## src/design/ifsb_defs.vh

```
// Register offsets, field masks and reset values of the flag bank
`ifndef IFSB_DEFS_VH
`define IFSB_DEFS_VH

// APB byte offsets
`define IFSB_OFF_FLAGS0   12'h000
`define IFSB_OFF_FLAGS1   12'h004
`define IFSB_OFF_ENABLE0  12'h008
`define IFSB_OFF_ENABLE1  12'h00c
`define IFSB_OFF_POLARITY 12'h010

// Implemented bit masks
`define IFSB_MASK0        16'hbfef
`define IFSB_MASK1        16'hfa1f
`define IFSB_POL_MASK     16'h0007

// Reset values
`define IFSB_FLAGS_RST    16'h0000
`define IFSB_ENABLE_RST   16'h0000
`define IFSB_POL_RST      16'h0000

// Bit positions, first register
`define IFSB_B0_NVM       15
`define IFSB_B0_ADC       13
`define IFSB_B0_UA_TX     12
`define IFSB_B0_UA_RX     11
`define IFSB_B0_SPI_EV    10
`define IFSB_B0_SPI_FLT   9
`define IFSB_B0_TMR_C     8
`define IFSB_B0_TMR_B     7
`define IFSB_B0_OC_B      6
`define IFSB_B0_IC_B      5
`define IFSB_B0_TMR_A     3
`define IFSB_B0_OC_A      2
`define IFSB_B0_IC_A      1
`define IFSB_B0_EXT_A     0

// Bit positions, second register
`define IFSB_B1_UB_TX     15
`define IFSB_B1_UB_RX     14
`define IFSB_B1_EXT_C     13
`define IFSB_B1_TMR_E     12
`define IFSB_B1_TMR_D     11
`define IFSB_B1_OC_C      9
`define IFSB_B1_EXT_B     4
`define IFSB_B1_PIN_CHG   3
`define IFSB_B1_CMP       2
`define IFSB_B1_I2C_MST   1
`define IFSB_B1_I2C_SLV   0

`endif

```

## src/design/ifsb_flag_bank.v

```verilog
// Interrupt flag status bank with APB access and external edge detect
//
// What this block does
// - A flag stays one from its source request until software writes it to zero.
// - Hardware sets flags, software reads and writes; reset clears all.
// - Unimplemented bits read zero and ignore writes.
// - First register bit 15 records the memory controller request.
// - First register bit 13 records A/D conversion complete.
// - First register bits 12 and 11: first UART transmit, receive.
// - First register bits 10 and 9: first SPI event, fault.
// - First register bits 8, 7, 3: timers three, two, one.
// - First register bits 6 and 2: output compare two, one.
// - First register bits 5 and 1: input capture two, one.
// - First register bit 0 records external interrupt zero.
// - Second register bits 15 and 14: second UART transmit, receive.
// - Second register bit 13 records external interrupt two.
// - Second register bits 12 and 11: timers five and four.
// - Second register bit 9 records output compare three.
// - Second register bit 4 records external interrupt one.
// - Second register bit 3 records pin change notification.
// - Second register bit 2 records the comparator request.
// - Second register bits 1 and 0: first I2C master, slave.
// - Enabled flags alone reach the CPU; flags record regardless.
// - External pins: rising edge if polarity zero, falling if one.
`timescale 1ns/10ps
`include "ifsb_defs.vh"

module ifsb_flag_bank (
  // Clock and reset
  input  wire        clk,
  input  wire        srst,
  // APB slave
  input  wire        psel,
  input  wire        penable,
  input  wire        pwrite,
  input  wire [11:0] paddr,
  input  wire [31:0] pwdata,
  input  wire [3:0]  pstrb,
  output wire        pready,
  output wire        pslverr,
  output reg  [31:0] prdata,
  // Peripheral request pulses, first register sources
  input  wire        nvm_req,
  input  wire        adc_done_req,
  input  wire        uart_a_tx_req,
  input  wire        uart_a_rx_req,
  input  wire        spi_a_event_req,
  input  wire        spi_a_fault_req,
  input  wire        timer_a_req,
  input  wire        timer_b_req,
  input  wire        timer_c_req,
  input  wire        outcmp_a_req,
  input  wire        outcmp_b_req,
  input  wire        incap_a_req,
  input  wire        incap_b_req,
  // Peripheral request pulses, second register sources
  input  wire        uart_b_tx_req,
  input  wire        uart_b_rx_req,
  input  wire        timer_d_req,
  input  wire        timer_e_req,
  input  wire        outcmp_c_req,
  input  wire        pin_change_req,
  input  wire        comparator_req,
  input  wire        i2c_a_master_req,
  input  wire        i2c_a_slave_req,
  // External interrupt pins, index 0 to 2
  input  wire [2:0]  ext_irq_pin,
  // Flags and CPU requests
  output reg  [15:0] irq_flags_0,
  output reg  [15:0] irq_flags_1,
  output reg  [15:0] cpu_req_0,
  output reg  [15:0] cpu_req_1
);

  reg  [15:0] irq_enable_0;
  reg  [15:0] irq_enable_1;
  reg  [15:0] ext_irq_polarity;
  reg  [2:0]  ext_pin_prev;
  wire [2:0]  ext_edge;
  reg  [15:0] hw_set_0;
  reg  [15:0] hw_set_1;
  reg  [15:0] next_flags_0;
  reg  [15:0] next_flags_1;
  reg  [15:0] next_enable_0;
  reg  [15:0] next_enable_1;
  reg  [15:0] next_polarity;
  reg  [31:0] next_prdata;
  wire        bus_access;
  wire        wr_access;
  wire        rd_setup;
  wire [15:0] wr_lanes;
  wire        wr_flags_0;
  wire        wr_flags_1;
  wire        wr_enable_0;
  wire        wr_enable_1;
  wire        wr_polarity;
  genvar      g;

  // Positions that hardware may set; every implemented flag is settable
  localparam [15:0] hw_settable_0 = `IFSB_MASK0;
  localparam [15:0] hw_settable_1 = `IFSB_MASK1;

  // Merge the low two byte strobes into a 16-bit write mask
  function [15:0] lane_mask;
    input [3:0] strb;
    begin
      lane_mask = {{8{strb[1]}}, {8{strb[0]}}};
    end
  endfunction

  // True when the bus address selects the given register offset
  function addr_hit;
    input [11:0] addr;
    input [11:0] offset;
    begin
      addr_hit = (addr == offset);
    end
  endfunction

  // Single-cycle answer; unmapped addresses report an error
  function is_mapped;
    input [11:0] addr;
    begin
      is_mapped = addr_hit(addr, `IFSB_OFF_FLAGS0)  ||
                  addr_hit(addr, `IFSB_OFF_FLAGS1)  ||
                  addr_hit(addr, `IFSB_OFF_ENABLE0) ||
                  addr_hit(addr, `IFSB_OFF_ENABLE1) ||
                  addr_hit(addr, `IFSB_OFF_POLARITY);
    end
  endfunction

  // Byte-lane merge of a write into a register, spare bits dropped
  function [15:0] lane_merge;
    input [15:0] old_value;
    input [15:0] new_value;
    input [15:0] lanes;
    input [15:0] implemented;
    begin
      lane_merge = ((old_value & ~lanes) | (new_value & lanes)) &
                   implemented;
    end
  endfunction

  // Bus decode. The slave never stretches a transfer, so a write lands
  // at the one access edge and the master needs no wait logic here;
  // the cost is that every register must be ready in a single cycle.
  assign pready      = 1'b1;
  assign bus_access  = psel & penable;
  assign pslverr     = bus_access & ~is_mapped(paddr);
  assign wr_access   = bus_access & pwrite;
  assign rd_setup    = psel & ~penable & ~pwrite;
  assign wr_lanes    = lane_mask(pstrb);
  assign wr_flags_0  = wr_access & addr_hit(paddr, `IFSB_OFF_FLAGS0);
  assign wr_flags_1  = wr_access & addr_hit(paddr, `IFSB_OFF_FLAGS1);
  assign wr_enable_0 = wr_access & addr_hit(paddr, `IFSB_OFF_ENABLE0);
  assign wr_enable_1 = wr_access & addr_hit(paddr, `IFSB_OFF_ENABLE1);
  assign wr_polarity = wr_access & addr_hit(paddr, `IFSB_OFF_POLARITY);

  // Edge detect on the pins; polarity selects which edge counts.
  // Pins are taken as synchronous, so no synchroniser sits in front.
  generate
    for (g = 0; g < 3; g = g + 1) begin : pin_edge
      wire rise_seen;
      wire fall_seen;
      assign rise_seen   = ~ext_pin_prev[g] & ext_irq_pin[g];
      assign fall_seen   = ext_pin_prev[g] & ~ext_irq_pin[g];
      assign ext_edge[g] = ext_irq_polarity[g] ? fall_seen :
                                                 rise_seen;
    end
  endgenerate

  // Map each source pulse onto its flag position
  always @* begin
    hw_set_0 = 16'h0000;
    hw_set_0[`IFSB_B0_NVM]     = nvm_req;
    hw_set_0[`IFSB_B0_ADC]     = adc_done_req;
    hw_set_0[`IFSB_B0_UA_TX]   = uart_a_tx_req;
    hw_set_0[`IFSB_B0_UA_RX]   = uart_a_rx_req;
    hw_set_0[`IFSB_B0_SPI_EV]  = spi_a_event_req;
    hw_set_0[`IFSB_B0_SPI_FLT] = spi_a_fault_req;
    hw_set_0[`IFSB_B0_TMR_C]   = timer_c_req;
    hw_set_0[`IFSB_B0_TMR_B]   = timer_b_req;
    hw_set_0[`IFSB_B0_TMR_A]   = timer_a_req;
    hw_set_0[`IFSB_B0_OC_B]    = outcmp_b_req;
    hw_set_0[`IFSB_B0_OC_A]    = outcmp_a_req;
    hw_set_0[`IFSB_B0_IC_B]    = incap_b_req;
    hw_set_0[`IFSB_B0_IC_A]    = incap_a_req;
    hw_set_0[`IFSB_B0_EXT_A]   = ext_edge[0];
    hw_set_1 = 16'h0000;
    hw_set_1[`IFSB_B1_UB_TX]   = uart_b_tx_req;
    hw_set_1[`IFSB_B1_UB_RX]   = uart_b_rx_req;
    hw_set_1[`IFSB_B1_EXT_C]   = ext_edge[2];
    hw_set_1[`IFSB_B1_TMR_E]   = timer_e_req;
    hw_set_1[`IFSB_B1_TMR_D]   = timer_d_req;
    hw_set_1[`IFSB_B1_OC_C]    = outcmp_c_req;
    hw_set_1[`IFSB_B1_EXT_B]   = ext_edge[1];
    hw_set_1[`IFSB_B1_PIN_CHG] = pin_change_req;
    hw_set_1[`IFSB_B1_CMP]     = comparator_req;
    hw_set_1[`IFSB_B1_I2C_MST] = i2c_a_master_req;
    hw_set_1[`IFSB_B1_I2C_SLV] = i2c_a_slave_req;
  end

  // Software write first, hardware set OR-ed over it so a set is not lost
  always @* begin
    next_flags_0 = irq_flags_0;
    if (wr_flags_0) begin
      next_flags_0 = lane_merge(irq_flags_0, pwdata[15:0], wr_lanes,
                                `IFSB_MASK0);
    end
    next_flags_0 = (next_flags_0 | (hw_set_0 & hw_settable_0)) &
                   `IFSB_MASK0;
  end

  // Same merge for the second register
  always @* begin
    next_flags_1 = irq_flags_1;
    if (wr_flags_1) begin
      next_flags_1 = lane_merge(irq_flags_1, pwdata[15:0], wr_lanes,
                                `IFSB_MASK1);
    end
    next_flags_1 = (next_flags_1 | (hw_set_1 & hw_settable_1)) &
                   `IFSB_MASK1;
  end

  // Enable bits share the implemented masks of their flag registers
  always @* begin
    next_enable_0 = irq_enable_0;
    if (wr_enable_0) begin
      next_enable_0 = lane_merge(irq_enable_0, pwdata[15:0], wr_lanes,
                                 `IFSB_MASK0);
    end
  end

  // Second enable register
  always @* begin
    next_enable_1 = irq_enable_1;
    if (wr_enable_1) begin
      next_enable_1 = lane_merge(irq_enable_1, pwdata[15:0], wr_lanes,
                                 `IFSB_MASK1);
    end
  end

  // Polarity takes the whole word; only the three pin bits are kept
  always @* begin
    next_polarity = ext_irq_polarity;
    if (wr_polarity) begin
      next_polarity = pwdata[15:0] & `IFSB_POL_MASK;
    end
  end

  // Read data is picked in the setup cycle, so it already stands
  // when the master samples it at the access edge
  always @* begin
    case (paddr)
      `IFSB_OFF_FLAGS0:   next_prdata = {16'h0000, irq_flags_0};
      `IFSB_OFF_FLAGS1:   next_prdata = {16'h0000, irq_flags_1};
      `IFSB_OFF_ENABLE0:  next_prdata = {16'h0000, irq_enable_0};
      `IFSB_OFF_ENABLE1:  next_prdata = {16'h0000, irq_enable_1};
      `IFSB_OFF_POLARITY: next_prdata = {16'h0000, ext_irq_polarity};
      default:            next_prdata = 32'h00000000;
    endcase
  end

  // Flags latch the pulse on the edge after it arrives
  always @(posedge clk) begin
    if (srst) begin
      irq_flags_0 <= `IFSB_FLAGS_RST;
    end else begin
      irq_flags_0 <= next_flags_0;
    end
  end

  // Second flag register
  always @(posedge clk) begin
    if (srst) begin
      irq_flags_1 <= `IFSB_FLAGS_RST;
    end else begin
      irq_flags_1 <= next_flags_1;
    end
  end

  // Enables change only by software
  always @(posedge clk) begin
    if (srst) begin
      irq_enable_0 <= `IFSB_ENABLE_RST;
    end else begin
      irq_enable_0 <= next_enable_0;
    end
  end

  // Second enable register
  always @(posedge clk) begin
    if (srst) begin
      irq_enable_1 <= `IFSB_ENABLE_RST;
    end else begin
      irq_enable_1 <= next_enable_1;
    end
  end

  // Edge selection for the three pins
  always @(posedge clk) begin
    if (srst) begin
      ext_irq_polarity <= `IFSB_POL_RST;
    end else begin
      ext_irq_polarity <= next_polarity;
    end
  end

  // Pin history resets low, so a pin already high at release counts as
  // a rising edge; software clears that flag after setting polarity
  always @(posedge clk) begin
    if (srst) begin
      ext_pin_prev <= 3'h0;
    end else begin
      ext_pin_prev <= ext_irq_pin;
    end
  end

  // Read data holds until the next read setup
  always @(posedge clk) begin
    if (srst) begin
      prdata <= 32'h00000000;
    end else if (rd_setup) begin
      prdata <= next_prdata;
    end
  end

  // Gating sits after the flag so disabled requests are still recorded
  always @(posedge clk) begin
    if (srst) begin
      cpu_req_0 <= 16'h0000;
    end else begin
      cpu_req_0 <= irq_flags_0 & irq_enable_0;
    end
  end

  // Second request group, one cycle behind its flags as well
  always @(posedge clk) begin
    if (srst) begin
      cpu_req_1 <= 16'h0000;
    end else begin
      cpu_req_1 <= irq_flags_1 & irq_enable_1;
    end
  end

endmodule // ifsb_flag_bank

```

## config.mk

```make
export PLATFORM = sky130hd
export DESIGN_NAME = ifsb_flag_bank
export DESIGN_NICKNAME = d
export VERILOG_FILES = /design/src/design/ifsb_flag_bank.v
export VERILOG_INCLUDE_DIRS = /design/src /design/src/design
export SDC_FILE = /design/constraint.sdc
export NUM_CORES = 1
export LEC_CHECK = 0
export BUFFER_PORTS_ARGS = -buffer_cell sky130_fd_sc_hd__buf_4
export CAP_MARGIN = 10
export CORE_ASPECT_RATIO = 1.2
export CORE_UTILIZATION = 48
export CTS_CLUSTER_DIAMETER = 150
export DETAILED_ROUTE_END_ITERATION = 16
export PLACE_DENSITY_LB_ADDON = 0.2
export SETUP_SLACK_MARGIN = 0.1
export SYNTH_ARGS = -nofsm -noshare
export SYNTH_HDL_FRONTEND = slang
export SYNTH_SLANG_ARGS = --single-unit
```

## constraint.sdc

```tcl
create_clock -name clk -period 1.8 [get_ports clk]
set_clock_uncertainty 0.2 [all_clocks]
set_input_delay 0.09 -clock clk [delete_from_list [all_inputs] [get_ports clk]]
set_output_delay 0.09 -clock clk [all_outputs]
set_load 0.01 [all_outputs]
```

Word-level counts from Yosys, hierarchy flattened
Index checks and enable logic that the tools add are counted.
{"block": "word_totals", "register_bits": 127, "in_bits": 78}
{"block": "classes", "n_eq_ne": 4, "mux": 6, "bitwise": 39, "n_reduce_logical": 5}
{"op": "$and 16x16->16", "count": 7}
{"op": "$or 16x16->16", "count": 6}
{"op": "$pmux 16 s5", "count": 1}
{"op": "$mux 16", "count": 2}
{"op": "$eq 12x4->1 const B", "count": 2}
{"op": "$and 1x1->1", "count": 16}
{"op": "$not 16->16", "count": 1}
{"op": "$eq 12x3->1 const B", "count": 1}
{"op": "$eq 12x5->1 const B", "count": 1}
{"op": "$logic_not 12->1", "count": 1}
{"op": "$not 1->1", "count": 9}
{"op": "$logic_or 1x1->1", "count": 4}
{"op": "$mux 1", "count": 3}

Depth between registers and ports, before layout
Gate-level depths: netlist of run 1.
{"block": "logic_depth", "word_depth": 7, "depth_mapped": 6}

Worst setup path before layout of run 1
No wires, ideal clock.
{"block": "synth_timing", "path_type": "input-to-reg", "from": "in paddr[2]", "to": "reg prdata[15]", "setup_time_ps": 117, "t_arrival_ps": 1323, "path_slack_ps": 160, "stages": 4, "path_buffers": 2, "cell_sequence": "clkbuf_1 > buf_2 > mux4_2 > a22o_1"}
{"block": "synth_via", "elab_chain_len": 2, "word_cells_on_any_way": 6}
{"element": "from (decl)", "line_no": "ifsb_flag_bank.v:36", "text": "input wire [11:0] paddr,"}
{"element": "$eq 12x5->1, or another cell as far along", "line_no": "ifsb_flag_bank.v:254", "text": "case (paddr)"}
{"element": "$pmux 16 s5 *", "line_no": "ifsb_flag_bank.v:254"}
{"element": "to (signal assigned)", "line_no": "ifsb_flag_bank.v:324", "text": "prdata <= next_prdata;"}
{"element": "to (decl)", "line_no": "ifsb_flag_bank.v:41", "text": "output reg [31:0] prdata,"}
Mark *: on every way between the ends. The rest lies on a longest branch, timed or not.
A chain may end at the register's enable or synchronous reset.

==> flow_metrics.py, run 1 <==
metrics = {
    "detailed_routing": {
        "via_per_inst": 5.005,
        "ant_nets": 0,
        "drt-total-wl_mm": 10.88,
        "drc": 0,
        "drt-initial-drc-count": 171,
        "route.detailed.wl_per_inst_um": 14.48,
        "route.vias.total": 3759,
        "drtPass1Iterations": 4,
    },
    "sta": {
        "hold_slack_ps": 21.61,
        "slew_viol_final": 0,
        "hold_viol": 0,
        "tns_ps": 0,
        "relSlewSlack_pct": 29.56,
        "period_share_pct": 89.44,
        "rsz0062_at_grt": "no",
        "max_freq_ghz": 0.6211,
        "setup_viol": 0,
        "fin_crit_ps": 1610,
        "tightest_slew_ps": 1053,
    },
    "logic_synthesis": {
        "netlist.area_leader.share_pct": 45.69,
        "synth_edf_count": 0,
        "synthArstFlopShare_pct": 0,
        "synth_warnings": 0,
        "synth.most_common_cell": "dfxtp_1",
        "synth-seq-cells": 97,
        "yosysTopAreaCell": "dfxtp_1",
        "synthFlopType": "dfxtp_1",
        "syn_area_per_cell_um2": 9.616,
        "ys_types": 39,
        "yosys-top-cells-area": "dfxtp_1, mux2i_1, nand2b_1",
        "synth_commonest_cells": "dfxtp_1, nor2_1, mux2i_1",
        "syn_inst": 442,
        "ys_seq_area_share_pct": 45.69,
        "synth_area_um2": 4250,
    },
    "clock_tree": {
        "cts.clk_slew.worst_paths_ps": 100,
        "postCtsSetupRepairBufs": 0,
        "worstSkewPairLatency_ps": 370,
        "cts_sinks": 97,
        "hold_buffers": 47,
        "cts_root_buf": "clkbuf_8",
        "cts_buffers": 9,
        "cts.repair.resized": 0,
        "cts_buffer_depth": 2,
        "cts_max_level": 3,
        "tritoncts": "done",
    },
    "worst_setup_path": {
        "crit_start": "srst",
        "r2r_end": "prdata[1]",
        "timing.critical_path.to": "prdata[5]",
        "cp-start-kind": "input port",
        "crit_required_ps": 1890,
        "r2r_cells": 3,
        "cp_max_fo": 5,
        "r2r_slack_ps": 430,
        "worstSetupPathType": "in2reg",
        "crit_arrival_ps": 1700,
        "rr_startpoint": "irq_flags_0[1]",
        "crit_path_end_kind": "register",
    },
    "placed_design": {
        "dpl.hpwl_mm": 7.614,
        "gp_congestion": 0.8009,
        "port_buffers": 126,
    },
    "power_and_ir_drop": {
        "p_int_w": 0.003138,
        "peakVddDrop_v": 0.0004218,
        "pwr-share-clk_pct": 33.7,
        "seqPwrFrac_pct": 53.2,
        "switching_share_pct": 25.49,
        "netSwitchingPower_w": 0.001073,
        "power_density_nw_per_um2": 700.3,
        "p_leak_nw": 2.680,
        "p_comb_share_pct": 13.1,
    },
    "global_routing": {
        "met1_usage_pct": 28.74,
        "antenna_found_initial": 0,
        "busiest_layer": "met2",
        "grt-ovfl-total": 0,
        "track_usage_pct": 24.44,
        "grt_pass1_wl_mm": 17.32,
        "grt_max_degree": 64,
        "grt_pass1_vias": 3647,
        "grtUsageMet3_pct": 3.791,
        "met2_usage_pct": 41.92,
    },
    "job": {
        "drv_cap": 0,
    },
    "floorplan": {
        "die_h_um": 105.1,
        "dieArea_um2": 9237,
        "ios": 176,
        "die_x_um": 87.90,
        "rows": 37,
        "start_util_pct": 49.63,
        "core_area_um2": 8564,
    },
    "hold_path": {
        "hp-class": "in2reg",
    },
    "finish": {
        "syn_to_final_growth_pct": 41.51,
        "drive_gt1_share_pct": 30.44,
        "final_net_count": 707,
        "diodes": 0,
    },
    "outcome": {
        "status": "complete, no violations",
    },
}
cells in the final DEF, fill, tap and decap left out, drive strengths merged, types with 3 or more instances in the layout:
cell type / instances
nand3: 4
a21oi: 10
o21ai: 11
mux4: 9
a31oi: 3
nor2b: 8
nand2b: 39
conb: 31
nor2: 44
and4: 4
clkbuf: 9
mux2i: 40
a22o: 6
dfxtp: 97
nand4: 7
nor4: 4
a211oi: 14
or3b: 4
nand2: 34
nor3: 16
inv: 10
nand3b: 3
clkinv: 4
dlygate4sd3: 47
o31ai: 5
buf: 155
through the flow:
stage	cells	total power (W)	setup slack, ps	instance area, um2	util (%)
2_1_floorplan	471	0.002550	160.2	4359	-
3_3_place_gp	688	0.002749	-50.50	5350	62.47
3_5_place_dp	688	0.002758	-103.7	5350	62.47
4_1_cts	751	0.004232	201.4	6015	70.23
5_1_grt	751	0.004378	123.8	6015	70.23
6_report	751	0.004212	190.1	6015	70.23
area by class of cell:
cell class	count	area (um2)
flip-flops and latches	97	1942
inverters	9	33.78
well taps	117	146.4
multi-input cells	310	2052
repair buffers	202	1647
clock buffers	9	123.9
fillers	661	2550
clock inverters	7	70.07
critical path: stages:
cell           delay, ps
buf_4                120
dlygate4sd3_1        550
or4_1                660
o31ai_1              270
how the worst min path moves through the flow:
stage	start	end	slack, ps	cells after the start
6_report	paddr[10]	prdata[0]	20	5
5_1_grt	paddr[10]	prdata[1]	50	5
4_1_cts	paddr[10]	prdata[0]	3	5
3_5_place_dp	ext_irq_pin[0]	ext_pin_prev[0]	130	2
3_3_place_gp	ext_irq_pin[0]	ext_pin_prev[0]	120	2
2_1_floorplan	ext_irq_pin[0]	ext_pin_prev[0]	20	1
routing by layer:
layer  share of wire [%]  vias up
met4                 2.8        0
met5                   0        -
met1                  42     1772
li1                    -     1848
met2                  51      118
met3                 4.6       21
logic make-up (layout without fill, tap and decap cells):
| family | count (synthesis) | after routing | synth area share, % |
|---|---|---|---|
| AND/OR/NAND/NOR | 174 | 174 | 22.23 |
| other | 2 | 31 | 0.1767 |
| multiplexers | 51 | 51 | 14.72 |
| flip-flops | 97 | 97 | 45.69 |
| buffers and inverters | 64 | 227 | 8.596 |
| AO/OA/AOI/OAI | 54 | 54 | 8.596 |
power by group through the flow:
stage	Clock [W]	Sequential [W]	Combinational (W)
2_1_floorplan	0	0.00230	0.000253
3_3_place_gp	0	0.00229	0.000461
3_5_place_dp	0	0.00229	0.000467
4_1_cts	0.00144	0.00224	0.000550
5_1_grt	0.00153	0.00225	0.000596
6_report	0.00142	0.00224	0.000551
Note: power is estimated with default switching activity, not from simulation.
==> inputs of run 2 (changes only) <==
Settings changed: PLACE_DENSITY_LB_ADDON 0.2 to 0.08.
==> run 2 against run 1 <==
Clock-buffer cell count stayed put. Utilization increased by 0.42 points. Maximum frequency up 4.6%. Cell area increased by 0.60%. Critical path depth up 1. Sequential cell count stayed put. Via count grew 0.64%. Sequential share of layout area shrank 0.19 points. Worst setup slack improved by 71 ps. Cell count up 0.13%. Global-route usage shrank 0.15 points.
==> flow_metrics.py, run 2 (synthesis results as in run 1) <==
metrics = {
    "outcome": {
        "status": "complete, no violations",
    },
    "finish": {
        "final_area_um2": 6051,
        "drive_gt1_share_pct": 30.71,
        "final_net_count": 708,
        "multi_input_area_um2": 2056,
        "final_cell_mix": "buf_4, dfxtp_1, dlygate4sd3_1",
        "seqCellArea_um2": 1942,
        "syn_to_final_growth_pct": 42.36,
        "final_common_cell": "buf_4",
        "final.fill_count": 678,
        "diodes": 0,
    },
    "power_and_ir_drop": {
        "p_int_w": 0.003281,
        "p_leak_nw": 2.696,
        "power_density_nw_per_um2": 717.4,
        "netSwitchingPower_w": 0.001060,
        "seqPwrFrac_pct": 51.6,
        "switching_share_pct": 24.42,
        "p_comb_share_pct": 12.7,
        "pwr-share-clk_pct": 35.7,
        "peakVddDrop_v": 0.0004427,
    },
    "floorplan": {
        "dieArea_um2": 9237,
        "rows": 37,
        "ios": 176,
        "die_x_um": 87.90,
        "start_util_pct": 49.63,
        "core_area_um2": 8564,
        "die_h_um": 105.1,
    },
    "worst_setup_path": {
        "cp-start-kind": "input port",
        "crit_arrival_ps": 1650,
        "worstSetupPathType": "in2reg",
        "cpLargestDelayFamily": "buffers and inverters",
        "path_buf_inv": 4,
        "path_cells": "buf_4 -> dlygate4sd3_1 -> buf_4 -> nor2b_1 -> dlygate4sd3_1",
        "cp_max_fo": 20,
        "slowest_stage": "dlygate4sd3_1",
        "crit_path_end_kind": "register",
        "crit_required_ps": 1910,
        "max_stage_delay_ps": 560,
    },
    "clock_tree": {
        "tritoncts": "done",
        "cts_sinks": 97,
        "worstSkewPairLatency_ps": 360,
        "cts_max_level": 3,
        "cts_buffers": 9,
        "cts_buffer_depth": 2,
        "postCtsSetupRepairBufs": 0,
        "cts.clk_slew.worst_paths_ps": 90,
        "cts_root_buf": "clkbuf_8",
    },
    "global_routing": {
        "grt_pass1_vias": 3634,
        "track_usage_pct": 24.29,
        "grt_pass1_wl_mm": 17.17,
        "grt_max_degree": 50,
        "grt-ovfl-total": 0,
        "antenna_found_initial": 0,
    },
    "detailed_routing": {
        "drc": 0,
        "route.vias.total": 3783,
        "via_per_inst": 5.031,
        "ant_nets": 0,
        "drtPass1Iterations": 4,
        "drt-total-wl_mm": 10.89,
        "route.detailed.wl_per_inst_um": 14.48,
        "drt-initial-drc-count": 96,
    },
    "sta": {
        "setup_ws_ps": 261.2,
        "rsz0062_at_grt": "no",
        "max_freq_ghz": 0.6499,
        "tightest_slew_ps": 945.3,
        "period_share_pct": 85.49,
        "fin_crit_ps": 1539,
        "hold_viol": 0,
        "relSlewSlack_pct": 36.75,
        "slew_viol_final": 0,
        "setup_viol": 0,
    },
    "placed_design": {
        "dpl.hpwl_mm": 7.603,
        "preCtsSetupSlack_ps": -186.7,
        "gp_congestion": 0.7920,
        "dpl_cell_area_um2": 5358,
        "port_buffers": 126,
    },
    "hold_path": {
        "hp-class": "in2reg",
    },
    "job": {
        "drv_cap": 0,
    },
}
run 2: changes by cell type in the layout (fill, tap and decap cells not counted), sizes merged:
| cell | before | now |
|---|---|---|
| buf | 155 | 156 |
| bufinv | 1 | 2 |
| inv | 10 | 9 |
run 2: stage by stage:
stage               total power [W]  hold WS (ps)  utilization [%]  instances  setup TNS (ps)
floorplan                  0.002550         18.18                -        471               0
global placement           0.002751         115.6            62.56        689          -781.8
detailed placement         0.002758         122.1            62.56        689           -1640
CTS                        0.004376         2.356            70.61        752               0
global route               0.004508         22.76            70.65        752               0
finish                     0.004341         12.55            70.65        752               0
run 2: layer usage:
layer / vias up / GRT usage [%] / part of all wire, %
li1: 1863 / - / -
met2: 100 / 42.80 / 52
met3: 18 / 2.765 / 4.2
met1: 1802 / 28.92 / 42
met4: 0 / 10.89 / 2.3
met5: - / 0 / 0
run 2: layout make-up:
type / instances / share of cell area (%)
Multi-Input combinational cell: 310 / 33.97
Inverter: 9 / 0.5583
Tap cell: 117 / 2.419
Clock buffer: 9 / 2.047
Clock inverter: 7 / 1.572
Timing Repair Buffer: 203 / 27.34
Sequential cell: 97 / 32.09
run 2: final timing paths:
path | endpoint | startpoint | depth (start not counted) | slack [ps]
worst max register to register | prdata[0] | irq_flags_0[0] | 3 | 430
worst min-delay path | prdata[7] | pwrite | 4 | 10
worst max-delay path | ext_pin_prev[2] | srst | 5 | 260
worst min register to register | cpu_req_0[2] | register | 2 | 250
run 2: what timing repair did:
| item | in CTS | in global routing |
|---|---|---|
| hold buffers | 47 | 0 |
| gates resized for setup | 0 | 1 |
| hold endpoints to repair | 65 | 0 |
| endpoints found under the setup margin | 0 | 3 |
run 2: worst min-delay path: cells and delay by family:
kind,cells,cell delay [ps]
and+or+nand+nor,2,270
AOI/OAI and AO/OA,1,70
buffers and inverters,1,100
run 2: power by group through the flow:
stage          Combinational (W)  Sequential [W]  Clock, W
2_1_floorplan           0.000253         0.00230         0
3_3_place_gp            0.000463         0.00229         0
3_5_place_dp            0.000468         0.00229         0
4_1_cts                 0.000551         0.00224   0.00159
5_1_grt                 0.000597         0.00225   0.00166
6_report                0.000552         0.00224   0.00155
